`config.mk`:
```
export PLATFORM = sky130hd
export DESIGN_NAME = rsso_core
export DESIGN_NICKNAME = d
export VERILOG_FILES = /design/src/hw/rsso_pkg.sv /design/src/hw/rsso_file_mem.sv /design/src/hw/rsso_watchdog_counter.sv /design/src/hw/rsso_core.sv
export SDC_FILE = /design/constraint.sdc
export NUM_CORES = 2
export LEC_CHECK = 0
export BUFFER_PORTS_ARGS = -buffer_cell sky130_fd_sc_hd__buf_2
export CAP_MARGIN = 20
export CORE_MARGIN = 1
export CORE_UTILIZATION = 50
export DETAILED_ROUTE_END_ITERATION = 8
export PLACE_DENSITY = 0.75
export RECOVER_POWER = 100
export SLEW_MARGIN = 20
export SYNTH_ARGS = -nofsm -noshare
export SYNTH_HDL_FRONTEND = slang
export SYNTH_HIERARCHICAL = 1
export SYNTH_SLANG_ARGS = --single-unit
```
`constraint.sdc`:
```
create_clock -name mclk -period 5.7 [get_ports mclk]
set_input_delay 0 -clock mclk [delete_from_list [all_inputs] [get_ports mclk]]
set_output_delay 0 -clock mclk [all_outputs]
set_load 0.05 [all_outputs]
```
`src/hw/rsso_pkg.sv`:
```
// constants, field layouts and carrier types for the rotate/subtract/sleep
// datapath; assumes a 32-bit APB slave with byte addresses below 8'h20
`default_nettype none

package rsso_pkg;

  // ----------------------------------------------------------------
  // register map (byte addresses)
  // ----------------------------------------------------------------
  localparam logic [7:0] OFS_INSTR = 8'h00;
  localparam logic [7:0] OFS_ACC = 8'h04;
  localparam logic [7:0] OFS_STATUS = 8'h08;
  localparam logic [7:0] OFS_FADDR = 8'h0c;
  localparam logic [7:0] OFS_FDATA = 8'h10;
  localparam logic [7:0] OFS_WAKE = 8'h14;
  localparam logic [7:0] OFS_WDOG = 8'h18;

  // ----------------------------------------------------------------
  // datapath sizes
  // ----------------------------------------------------------------
  localparam int unsigned DATA_W = 8;
  localparam int unsigned FILE_AW = 7;
  localparam int unsigned FILE_DEPTH = 128;
  localparam logic [6:0] FILE_ADDR_MAX = 7'h7f;
  localparam logic [7:0] LITERAL_MAX = 8'hff;

  // ----------------------------------------------------------------
  // instruction word written to OFS_INSTR
  // ----------------------------------------------------------------
  localparam logic [1:0] OPC_ROTATE_LEFT_THRU_CARRY = 2'h0;
  localparam logic [1:0] OPC_ROTATE_RIGHT_THRU_CARRY = 2'h1;
  localparam logic [1:0] OPC_LITERAL_MINUS_ACC = 2'h2;
  localparam logic [1:0] OPC_SLEEP = 2'h3;
  localparam int unsigned INSTR_OP_LSB = 12;
  localparam int unsigned INSTR_DEST_BIT = 8;
  localparam logic DEST_ACC = 1'b0;
  localparam logic DEST_FILE = 1'b1;

  typedef struct packed {
    logic [1:0] op;
    logic [2:0] rsvd;
    logic dest;
    logic [7:0] operand;
  } rsso_instr_t;

  // ----------------------------------------------------------------
  // status register layout and reset values
  // ----------------------------------------------------------------
  localparam int unsigned ST_CARRY = 0;
  localparam int unsigned ST_NIBBLE_CARRY = 1;
  localparam int unsigned ST_ZERO = 2;
  localparam int unsigned ST_POWER_DOWN = 3;
  localparam int unsigned ST_TIMEOUT = 4;
  localparam int unsigned ST_ASLEEP = 5;
  localparam logic RST_POWER_DOWN = 1'b1;
  localparam logic RST_TIMEOUT = 1'b1;

  // order matches ST_* positions, bit 4 down to bit 0
  typedef struct packed {
    logic timeoutStatus;
    logic powerDownStatus;
    logic zero;
    logic nibbleCarryFlag;
    logic carry;
  } rsso_flags_t;

  // ----------------------------------------------------------------
  // watchdog
  // ----------------------------------------------------------------
  localparam int unsigned WDOG_PRE_W = 8;
  localparam int unsigned WDOG_CNT_W = 8;
  localparam logic [7:0] WDOG_PRE_LAST = 8'hff;
  localparam logic [7:0] WDOG_CNT_LAST = 8'hff;
  localparam logic [7:0] WDOG_CLEAR_VALUE = 8'h00;
  localparam int unsigned WDOG_CNT_LSB = 8;

  // ----------------------------------------------------------------
  // handshake states
  // ----------------------------------------------------------------
  typedef enum logic [1:0] {S_IDLE, S_ROTATE, S_FILE_READ} rsso_state_t;

endpackage

`default_nettype wire

```
`src/hw/rsso_file_mem.sv`:
```
// file register array, 128 bytes, one write port and a registered read
// assumes a single clock; read data reflect the address of the prior edge
`timescale 1ns/1ps
`default_nettype none

module rsso_file_mem (
  input wire logic mclk,
  input wire logic wrEn,
  input wire logic [6:0] wrAddr,
  input wire logic [7:0] wrData,
  input wire logic [6:0] rdAddr,
  output logic [7:0] rdData
);

  logic [7:0] mem [rsso_pkg::FILE_DEPTH];

  // a read in the same cycle as a write to the same byte returns old data
  always_ff @(posedge mclk) begin
    if (wrEn) begin
      mem[wrAddr] <= wrData;
    end
  end

  always_ff @(posedge mclk) begin
    rdData <= mem[rdAddr];
  end

endmodule // rsso_file_mem

`default_nettype wire

```
`src/hw/rsso_watchdog_counter.sv`:
```
// watchdog counter with its prescaler; prescaler counts on every mclk edge, counter once per prescaler wrap
// assumes clear is a one-cycle strobe from the execution logic
`timescale 1ns/1ps
`default_nettype none

module rsso_watchdog_counter (
  input wire logic mclk,
  input wire logic rst,
  input wire logic clear,
  output logic [7:0] prescale,
  output logic [7:0] count,
  output logic overflow
);

  logic preWrap;

  assign preWrap = (prescale == rsso_pkg::WDOG_PRE_LAST);

  // --------------------------------------------------------------
  // prescaler and counter, clear wins over counting
  // --------------------------------------------------------------
  always_ff @(posedge mclk) begin
    if (rst || clear) begin
      prescale <= rsso_pkg::WDOG_CLEAR_VALUE;
    end else begin
      prescale <= prescale + 8'h01;
    end
  end

  always_ff @(posedge mclk) begin
    if (rst || clear) begin
      count <= rsso_pkg::WDOG_CLEAR_VALUE;
    end else if (preWrap) begin
      count <= count + 8'h01;
    end
  end

  always_ff @(posedge mclk) begin
    if (rst || clear) begin
      overflow <= 1'b0;
    end else begin
      overflow <= preWrap && (count == rsso_pkg::WDOG_CNT_LAST);
    end
  end

endmodule // rsso_watchdog_counter

`default_nettype wire

```
`src/hw/rsso_core.sv`:
```
// APB-reached execution unit for rotate, literal subtract and sleep
// assumes an APB master on mclk; one instruction is issued per write
`timescale 1ns/1ps
`default_nettype none

module rsso_core (
  input wire logic mclk,
  input wire logic rst,
  input wire logic [7:0] paddr,
  input wire logic psel,
  input wire logic penable,
  input wire logic pwrite,
  input wire logic [31:0] pwdata,
  output logic [31:0] prdata,
  output logic pready,
  output logic pslverr,
  output logic oscRunning
);

  // ----------------------------------------------------------------
  // state
  // ----------------------------------------------------------------
  rsso_pkg::rsso_state_t state_q;
  rsso_pkg::rsso_instr_t instr_q;
  rsso_pkg::rsso_flags_t flags_q;
  logic [7:0] acc_q;
  logic [6:0] faddr_q;
  logic asleep_q;

  // ----------------------------------------------------------------
  // bus decode
  // ----------------------------------------------------------------
  rsso_pkg::rsso_instr_t busInstr;
  logic access;
  logic mapped;
  logic isInstr;
  logic issueNow;
  logic refuseNow;
  logic swWrAcc;
  logic swWrStatus;
  logic swWrFaddr;
  logic swWrFdata;
  logic swWake;
  logic [31:0] regRd;
  logic [7:0] wdogPre;
  logic [7:0] wdogCount;

  assign busInstr = rsso_pkg::rsso_instr_t'(pwdata[13:0]);
  // pready low keeps one transfer from being taken twice
  assign access = psel && penable && !pready && (state_q == rsso_pkg::S_IDLE);
  assign isInstr = (paddr == rsso_pkg::OFS_INSTR);
  assign issueNow = access && pwrite && isInstr && !asleep_q;
  assign refuseNow = access && pwrite && isInstr && asleep_q;
  assign swWrAcc = access && pwrite && (paddr == rsso_pkg::OFS_ACC);
  assign swWrStatus = access && pwrite && (paddr == rsso_pkg::OFS_STATUS);
  assign swWrFaddr = access && pwrite && (paddr == rsso_pkg::OFS_FADDR);
  assign swWrFdata = access && pwrite && (paddr == rsso_pkg::OFS_FDATA);
  assign swWake = access && pwrite && (paddr == rsso_pkg::OFS_WAKE) &&
                  pwdata[0];

  always_comb begin
    mapped = 1'b1;
    regRd = 32'h0000_0000;
    case (paddr)
      rsso_pkg::OFS_INSTR: regRd = {18'h00000, instr_q};
      rsso_pkg::OFS_ACC: regRd = {24'h000000, acc_q};
      rsso_pkg::OFS_STATUS: regRd = {26'h0000000, asleep_q, flags_q};
      rsso_pkg::OFS_FADDR: regRd = {25'h0000000, faddr_q};
      rsso_pkg::OFS_FDATA: regRd = 32'h0000_0000;
      rsso_pkg::OFS_WAKE: regRd = {31'h00000000, asleep_q};
      rsso_pkg::OFS_WDOG: regRd = {16'h0000, wdogCount, wdogPre};
      default: mapped = 1'b0;
    endcase
  end

  // ----------------------------------------------------------------
  // execution strobes
  // ----------------------------------------------------------------
  logic execSub;
  logic execSleep;
  logic execRot;
  logic rotLeft;

  // subtract and sleep act at the edge that takes the bus write
  assign execSub = issueNow &&
                   (busInstr.op == rsso_pkg::OPC_LITERAL_MINUS_ACC);
  assign execSleep = issueNow && (busInstr.op == rsso_pkg::OPC_SLEEP);
  // rotates wait one edge for the file byte, then finish in one cycle
  assign execRot = (state_q == rsso_pkg::S_ROTATE);
  assign rotLeft = (instr_q.op == rsso_pkg::OPC_ROTATE_LEFT_THRU_CARRY);

  // ----------------------------------------------------------------
  // file array and watchdog
  // ----------------------------------------------------------------
  logic fileWrEn;
  logic [6:0] fileWrAddr;
  logic [7:0] fileWrData;
  logic [6:0] fileRdAddr;
  logic [7:0] fileRd;
  logic wdogOverflow;
  logic [7:0] rotRes;
  logic rotCarry;

  // the byte for a rotate is fetched from the address in the bus write
  assign fileRdAddr = isInstr ? busInstr.operand[6:0] : faddr_q;
  assign fileWrEn = (execRot && instr_q.dest == rsso_pkg::DEST_FILE) ||
                    swWrFdata;
  assign fileWrAddr = execRot ? instr_q.operand[6:0] : faddr_q;
  assign fileWrData = execRot ? rotRes : pwdata[7:0];

  rsso_file_mem u_file (
    .mclk(mclk),
    .wrEn(fileWrEn),
    .wrAddr(fileWrAddr),
    .wrData(fileWrData),
    .rdAddr(fileRdAddr),
    .rdData(fileRd)
  );

  rsso_watchdog_counter u_wdog (
    .mclk(mclk),
    .rst(rst),
    .clear(execSleep),
    .prescale(wdogPre),
    .count(wdogCount),
    .overflow(wdogOverflow)
  );

  // ----------------------------------------------------------------
  // arithmetic
  // ----------------------------------------------------------------
  logic [7:0] subLit;
  logic [7:0] subDiff;
  logic subCarry;
  logic subNibble;

  always_comb begin
    if (rotLeft) begin
      rotRes = {fileRd[6:0], flags_q.carry};
      rotCarry = fileRd[7];
    end else begin
      rotRes = {flags_q.carry, fileRd[7:1]};
      rotCarry = fileRd[0];
    end
  end

  assign subLit = busInstr.operand;
  assign subDiff = subLit - acc_q;
  assign subCarry = (acc_q <= subLit);
  assign subNibble = (acc_q[3:0] <= subLit[3:0]);

  // ----------------------------------------------------------------
  // bus handshake
  // ----------------------------------------------------------------
  always_ff @(posedge mclk) begin
    if (rst) begin
      state_q <= rsso_pkg::S_IDLE;
      pready <= 1'b0;
      pslverr <= 1'b0;
      prdata <= 32'h0000_0000;
    end else begin
      pready <= 1'b0;
      pslverr <= 1'b0;
      case (state_q)
        rsso_pkg::S_IDLE: begin
          if (access) begin
            prdata <= 32'h0000_0000;
            if (!mapped || refuseNow) begin
              pslverr <= 1'b1;
              pready <= 1'b1;
            end else if (issueNow && !busInstr.op[1]) begin
              state_q <= rsso_pkg::S_ROTATE;
            end else if (!pwrite &&
                         paddr == rsso_pkg::OFS_FDATA) begin
              state_q <= rsso_pkg::S_FILE_READ;
            end else begin
              pready <= 1'b1;
              if (!pwrite) begin
                prdata <= regRd;
              end
            end
          end
        end
        rsso_pkg::S_ROTATE: begin
          pready <= 1'b1;
          state_q <= rsso_pkg::S_IDLE;
        end
        rsso_pkg::S_FILE_READ: begin
          prdata <= {24'h000000, fileRd};
          pready <= 1'b1;
          state_q <= rsso_pkg::S_IDLE;
        end
        default: begin
          state_q <= rsso_pkg::S_IDLE;
        end
      endcase
    end
  end

  // ----------------------------------------------------------------
  // instruction latch and file pointer
  // ----------------------------------------------------------------
  always_ff @(posedge mclk) begin
    if (rst) begin
      instr_q <= '0;
    end else if (issueNow) begin
      instr_q <= busInstr;
    end
  end

  always_ff @(posedge mclk) begin
    if (rst) begin
      faddr_q <= 7'h00;
    end else if (swWrFaddr) begin
      faddr_q <= pwdata[6:0];
    end
  end

  // ----------------------------------------------------------------
  // accumulator
  // ----------------------------------------------------------------
  always_ff @(posedge mclk) begin
    if (rst) begin
      acc_q <= 8'h00;
    end else if (execSub) begin
      acc_q <= subDiff;
    end else if (execRot && instr_q.dest == rsso_pkg::DEST_ACC) begin
      acc_q <= rotRes;
    end else if (swWrAcc) begin
      acc_q <= pwdata[7:0];
    end
  end

  // ----------------------------------------------------------------
  // status flags
  // ----------------------------------------------------------------
  // arithmetic flags: instructions and software writes never coincide,
  // since a rotate finishes while the bus is held off
  // one process owns the whole flag word so it has a single driver;
  // power status bits are read-only to software
  always_ff @(posedge mclk) begin
    if (rst) begin
      flags_q.carry <= 1'b0;
      flags_q.nibbleCarryFlag <= 1'b0;
      flags_q.zero <= 1'b0;
      flags_q.powerDownStatus <= rsso_pkg::RST_POWER_DOWN;
      flags_q.timeoutStatus <= rsso_pkg::RST_TIMEOUT;
    end else begin
      if (execSub) begin
        flags_q.carry <= subCarry;
        flags_q.nibbleCarryFlag <= subNibble;
        flags_q.zero <= (subDiff == 8'h00);
      end else if (execRot) begin
        flags_q.carry <= rotCarry;
      end else if (swWrStatus) begin
        flags_q.carry <= pwdata[rsso_pkg::ST_CARRY];
        flags_q.nibbleCarryFlag <= pwdata[rsso_pkg::ST_NIBBLE_CARRY];
        flags_q.zero <= pwdata[rsso_pkg::ST_ZERO];
      end
      if (execSleep) begin
        flags_q.powerDownStatus <= 1'b0;
        flags_q.timeoutStatus <= 1'b1;
      end else if (wdogOverflow) begin
        // a watchdog expiry is recorded as a time-out
        flags_q.timeoutStatus <= 1'b0;
      end
    end
  end

  // ----------------------------------------------------------------
  // sleep and oscillator control
  // ----------------------------------------------------------------
  // the watchdog keeps counting in sleep so its expiry can wake the core
  always_ff @(posedge mclk) begin
    if (rst) begin
      asleep_q <= 1'b0;
    end else if (execSleep) begin
      asleep_q <= 1'b1;
    end else if (swWake || wdogOverflow) begin
      asleep_q <= 1'b0;
    end
  end

  always_ff @(posedge mclk) begin
    if (rst) begin
      oscRunning <= 1'b1;
    end else if (execSleep) begin
      oscRunning <= 1'b0;
    end else if (swWake || wdogOverflow) begin
      oscRunning <= 1'b1;
    end
  end

endmodule // rsso_core

`default_nettype wire

```
; After elaboration in Yosys (flattened, before gate mapping)
; Memory sizes are Yosys's and may differ from the RTL's. A register that Yosys moved wholly into a read port is not among the register bits.
; Index checks and enable logic that the tools add are counted.
[classes]
muxes = 34
reduce_logical = 47
add_sub_neg = 3
bitwise = 4
n_eq_ne = 14
order_cmp = 2
[ops]
columns = op, n
row1 = 32-bit two-way mux, 5
row2 = 16-bit one-hot mux with 6 select lines, 1
row3 = 32-bit one-hot mux with 2 select lines, 1
row4 = 8-bit two-way mux, 5
row5 = 8-bit by 5-bit equality test with 1-bit output (second input constant), 3
row6 = 1-bit logical AND, 20
row7 = 8-bit by 1-bit adder with 8-bit output (second input constant), 2
row8 = 8-bit by 4-bit equality test with 1-bit output (second input constant), 2
row9 = 8-bit equality test (second input constant), 2
row10 = 8-bit zero test, 2
row11 = 1-bit two-way mux, 14
row12 = 7-bit two-way mux, 2
row13 = 8-bit by 3-bit equality test with 1-bit output (second input constant), 1
row14 = 8-bit <= comparator, 1
row15 = 2-bit nonzero test, 4
row16 = 8-bit subtractor, 1
row17 = 7-bit OR reduction, 1
row18 = 2-bit equality test (second input constant), 3
row19 = 2-bit two-way mux, 3
row20 = 3-bit two-way mux, 2
row21 = 3-bit nonzero test, 2
row22 = 2-bit OR reduction, 3
row23 = 1-bit zero test, 5
row24 = 4-bit <= comparator, 1
row25 = 9 further kinds, 18
[word_totals]
elab_cells = 125
mem_bits_rw = 1024
input_bits = 45
register_bits = 89
mem_count = 1
out_inout_bits = 35
[memory_table]
columns = name, words, width, rd, rd_clocked_by_memory_dff, write_ports, line_no
row1 = u_file.mem, 128, 8, 1, 1, 1, rsso_file_mem.sv:15  ; logic [7:0] mem [rsso_pkg::FILE_DEPTH];

; Logic depth before layout (Yosys ltp)
[depth]
ltp_word = 11
depth_mapped = 12
depth_no_buf = 9

; Modules after synthesis
; The synthesis kept the hierarchy.
[modules_own_cells]
columns = mod, area_each_um2, cells_per_inst, n_inst, seq_area_each_um2
row1 = rsso_file_mem, 39665.5, 1635, 1, 30909.6
row2 = rsso_core, 3863.7, 499, 1, 1121.1
row3 = rsso_watchdog_counter, 759.5, 81, 1, 340.3

; Worst setup path before layout
; OpenSTA, ideal clock, no wires.
[synth_path]
kind = flip-flop to flip-flop
startpoint = register state_q[1]
endpoint = memory u_file.mem[0][0] (data pin)
t_required_ns = 4.808
synth_period_minus_slack_ns = 5.553
arrival_ns = 4.661
setup_ns = 0.892
n_path_buf = 2
stages_incl_launch_ff = 7
path_slack_ns = 0.147
cell_sequence = dfxtp_1 inv_1 ha_1 clkbuf_1 clkbuf_1 nor2_1 a21oi_1
[synth_via]
elab_chain_cells = 2
[synth_rtl]
columns = item, line_no
row1 = start: declaration, rsso_core.sv:23  ; rsso_pkg::rsso_state_t state_q;
row2 = start signal: assignment, rsso_core.sv:157  ; state_q <= rsso_pkg::S_IDLE;
row3 = start signal: assignment, rsso_core.sv:172  ; state_q <= rsso_pkg::S_ROTATE;
row4 = start signal: assignment, rsso_core.sv:175  ; state_q <= rsso_pkg::S_FILE_READ;
row5 = 2-bit by 1-bit equality test with 1-bit output, rsso_core.sv:89  ; assign execRot = (state_q == rsso_pkg::S_ROTATE);
row6 = 8-bit two-way mux, rsso_core.sv:109  ; assign fileWrData = execRot ? rotRes : pwdata[7:0];
row7 = net fileWrData[0], rsso_core.sv:97  ; logic [7:0] fileWrData;
row8 = end: declaration, rsso_file_mem.sv:15
; The timed path passes the listed nets, and every way through them passes these cells.

; Final worst setup path
[layout_path]
startpoint = input port paddr[4]
endpoint = register u_file.rdData[5], read port of u_file.mem
[layout_via]
elab_chain_cells = 2
[layout_rtl]
columns = item, line_no
row1 = start: declaration, rsso_core.sv:9  ; input wire logic [7:0] paddr,
row2 = 8-bit zero test, rsso_core.sv:51  ; assign isInstr = (paddr == rsso_pkg::OFS_INSTR);
row3 = 7-bit two-way mux, rsso_core.sv:105  ; assign fileRdAddr = isInstr ? busInstr.operand[6:0] : faddr_q;
row4 = net fileRdAddr[0], rsso_core.sv:98  ; logic [6:0] fileRdAddr;
row5 = end: declaration, rsso_file_mem.sv:12  ; output logic [7:0] rdData
; The timed path passes the listed nets, and every way through them passes these cells.
; A chain may end at the register's enable or synchronous reset.

==> summary.md <==
| Metric | Value |
|---|---|
| Clk_lat worst skew | `between 600 and 700 ps` |
| Primary FF master, synth | `edfxtp_1` |
| H-Tree Depth | `3` |
| Pin count of the biggest net entering global routing | `around 110` |
| Reg2reg start | `state_q[1]` |
| YS warnings | `6` |
| Hold_buf cts | `a little under 50` |
| Die area | `around 0.090 sq mm` |
| Seq/Total Area, Yosys | `0.7309` |
| Worst EP required | `6260 ps` |
| Number of global-route vias before repair | `22880` |
| DRC | `0` |
| Wire per inst | `27.89 um` |
| Fillers | `6175` |
| Mapped cell area | `0.04429 sq mm` |
| Post-CTS Resized | `0` |
| Initial Utilization | `0.5074` |
| Ant. Diodes | `0` |
| Mean post-synth cell area | `19.99 sq um` |
| Synthesized flop and latch total | `1105` |
| Post-synth EDFFs | `roughly 1000` |
| Buffers on Ports | `45` |
| Placement Cell Area | `0.04600 sq mm` |
| Max-slew violation count | `about 260` |
| Worst endpoint data arrival time | `5450 ps` |
| Clock sinks | `approximately 1100` |
| Asr flop ratio synth | `0` |
| CP Max Fanout | `41` |
| Overall Power | `around 16 mW` |
| CTS buffer count | `between 100 and 150` |
| Max-slew headroom | `-1.043` |
| Final #Nets | `2410` |
| Post-CTS setup buffer count | `0` |
| Row cnt | `about 110` |
| Top cells by area, synth | `edfxtp_1 69%, mux4_2 17%, dfxtp_1 3.7%, nor2_1 1.6%, nand2_1 0.66%` |
| Hold crit path type | `input port to flip-flop` |
| Core area | `slightly below 0.09 sq mm` |
| Failing checks | `max-capacitance violations, max-slew violations` |
| GR Util All Layers | `0.2272` |
| Final cycle utilization of the critical path | `0.8582` |
| Final min period | `4892 ps` |
| Reg-to-reg setup timing slack | `between 800 and 900 ps` |
| Setup TNS | `0 ps` |
| Multi-input gate area | `~0.011 sq mm` |
| Outcome | `finished with violations` |
| CTS tree | `done` |
| Synth top cells by count | `1024 x edfxtp_1, 337 x mux4_2, 187 x nor2_1` |
| Initial DRC Count | `2891` |
| Final WL | `100200 um` |
| GPL Wtd Cong | `~0.89` |
| Final Cell Area | `around 0.050 sq mm` |
| FF+latch area | `around 0.032 sq mm` |
| Crit path kind | `input port to flip-flop` |
| Final hold viol count | `0` |
| CP Launch Type | `input port` |
| PwrDens | `327.9 mW/mm^2` |
| Clk slew on worst S/H paths | `approximately 60 ps` |
| Routed Antenna Nets | `0` |
| Routed vias | `about 22000` |
| Highest Clock Rate | `about 0.2 GHz` |
| Die span in y | `about 300 um` |
| Gr ovfl total | `0` |
| Vias per inst | `6.264` |
| Leakage | `around 15 nW` |
| DP HPWL | `~60000 um` |
| Area leader, netlist | `edfxtp_1` |
| RSZ-0062 raised after global routing | `no` |
| TritonRoute pass-1 iters | `6` |
| Global-route wire length before repair | `150000 um` |
| Max IR drop VDD | `roughly 0.25 mV` |
| Final setup violation count | `0` |
| CTS Root Cell | `clkbuf_16` |
| Layout area overhead | `12.55%` |
| IO Count | `80` |
| CTS max path bufs | `3` |
| CP Launch Point | `paddr[4]` |
| Worst R2R End | `u_file/mem[94][6]` |
| Initial antenna violation count | `1` |
| Worst R2R Path Depth | `6` |
| Least-Margin Pin Slew | `around 3000 ps` |
| CP endpoint | `u_file/rdData[5]` |
| Post-Synthesis Cells | `between 2000 and 2500` |
| Horiz. Die Dim | `about 300 um` |
| Share of the synthesized area in the top cell type | `0.6943` |
| Fin Hold WS | `68.63 ps` |
| Max_cap viols | `7` |
| Layout Skew | `25.35 ps` |
| CP endpoint kind | `flip-flop` |
| Cell variety after synth | `68` |
| Most common cell in the netlist | `edfxtp_1` |
| Share of layout cells above drive strength 1 | `0.2495` |
[how the worst min path moves through the flow]
| stage | startpoint | cells past startpoint | end | slack, ps |
|---|---|---|---|---|
| 2_1_floorplan | pwdata[10] | 2 | instr_q[10] | 140 |
| 3_3_place_gp | pwdata[10] | 3 | instr_q[10] | 260 |
| 3_5_place_dp | pwdata[8] | 3 | instr_q[8] | 260 |
| 4_1_cts | paddr[7] | 6 | flags_q[1] | 30 |
| 5_1_grt | paddr[7] | 7 | prdata[0] | 120 |
| 6_report | paddr[7] | 6 | pready | 70 |
[area by class of cell]
cell class,instances,area share
inverters,23,0.001732
flip-flops and latches,1105,0.6494
multi-input cells,964,0.2255
repair buffers,148,0.02206
well taps,1155,0.02899
clock inverters,63,0.01493
clock buffers,134,0.05740
[layout by cell type, fill, tap and decap left out, types with 13 or more instances in the layout]
master,instances
dfxtp_1,81
mux4_2,337
buf_2,25
conb_1,16
nor3_1,18
clkbuf_1,56
clkinv_2,27
inv_1,23
edfxtp_1,1024
mux2_2,13
a21oi_1,50
clkbuf_16,107
mux2i_1,14
bufinv_16,14
a22oi_1,18
buf_4,16
a211oi_1,18
nand2_1,77
nand3_1,36
dlygate4sd3_1,49
o21ai_0,26
nor2_1,188
ha_1,18
[report_power, final]
part | switching [mW] | total (mW) | internal [mW]
clock network | 2.99 | 7.19 | 4.20
registers | 0.00477 | 8.86 | 8.86
logic | 0.231 | 0.291 | 0.0602
[state kept, by name (all words and copies together), names as in the netlist]
| name | cells |
|---|---|
| faddr_q | 7 |
| asleep_q | 1 |
| acc_q | 8 |
| oscRunning | 1 |
| state_q | 2 |
| u_file/rdData | 8 |
| prdata | 16 |
| u_wdog/count | 8 |
| flags_q | 5 |
| u_file/mem | 1024 |
| instr_q | 14 |
| pslverr | 1 |
| u_wdog/overflow | 1 |
| pready | 1 |
| u_wdog/prescale | 8 |
[kinds of logic (layout without fill, tap and decap cells)]
family	count (synthesis)	in the layout	synth area share
and+or+nand+nor	389	389	0.04113
AOI/OAI and AO/OA	159	159	0.02317
adders and majority gates	19	19	0.005537
xor gates and xnor gates	15	15	0.002966
buffers and inverters	161	368	0.01785
DFF	1105	1105	0.7309
muxes	366	366	0.1783
other	1	16	0.00008467
[layer usage]
metal / global-route usage / part of all wire / vias up
li1: - / - / 9348
met2: 0.3672 / 0.49 / 1179
met4: 0.07629 / 0.029 / 0
met1: 0.3172 / 0.39 / 11800
met3: 0.03820 / 0.089 / 174
met5: 0 / 0 / -
[per-stage QoR]
| step | std cells | util | setup slack (ps) |
|---|---|---|---|
| 2_1_floorplan | 2230 | - | 146.5 |
| 3_3_place_gp | 3346 | 0.5267 | 1205 |
| 3_5_place_dp | 3346 | 0.5270 | 1097 |
| 4_1_cts | 3592 | 0.5739 | 1216 |
| 5_1_grt | 3592 | 0.5710 | 508.4 |
| 6_report | 3592 | 0.5710 | 808.3 |
[critical path, stage by stage]
cell	delay, ps
dlygate4sd3_1	540
clkbuf_1	340
nor4_2	400
buf_4	210
nand2_1	340
o21ai_2	820
buf_4	780
mux4_2	650
mux4_2	540
mux4_2	480
mux2_2	280
(Power assumes the default switching activity.)
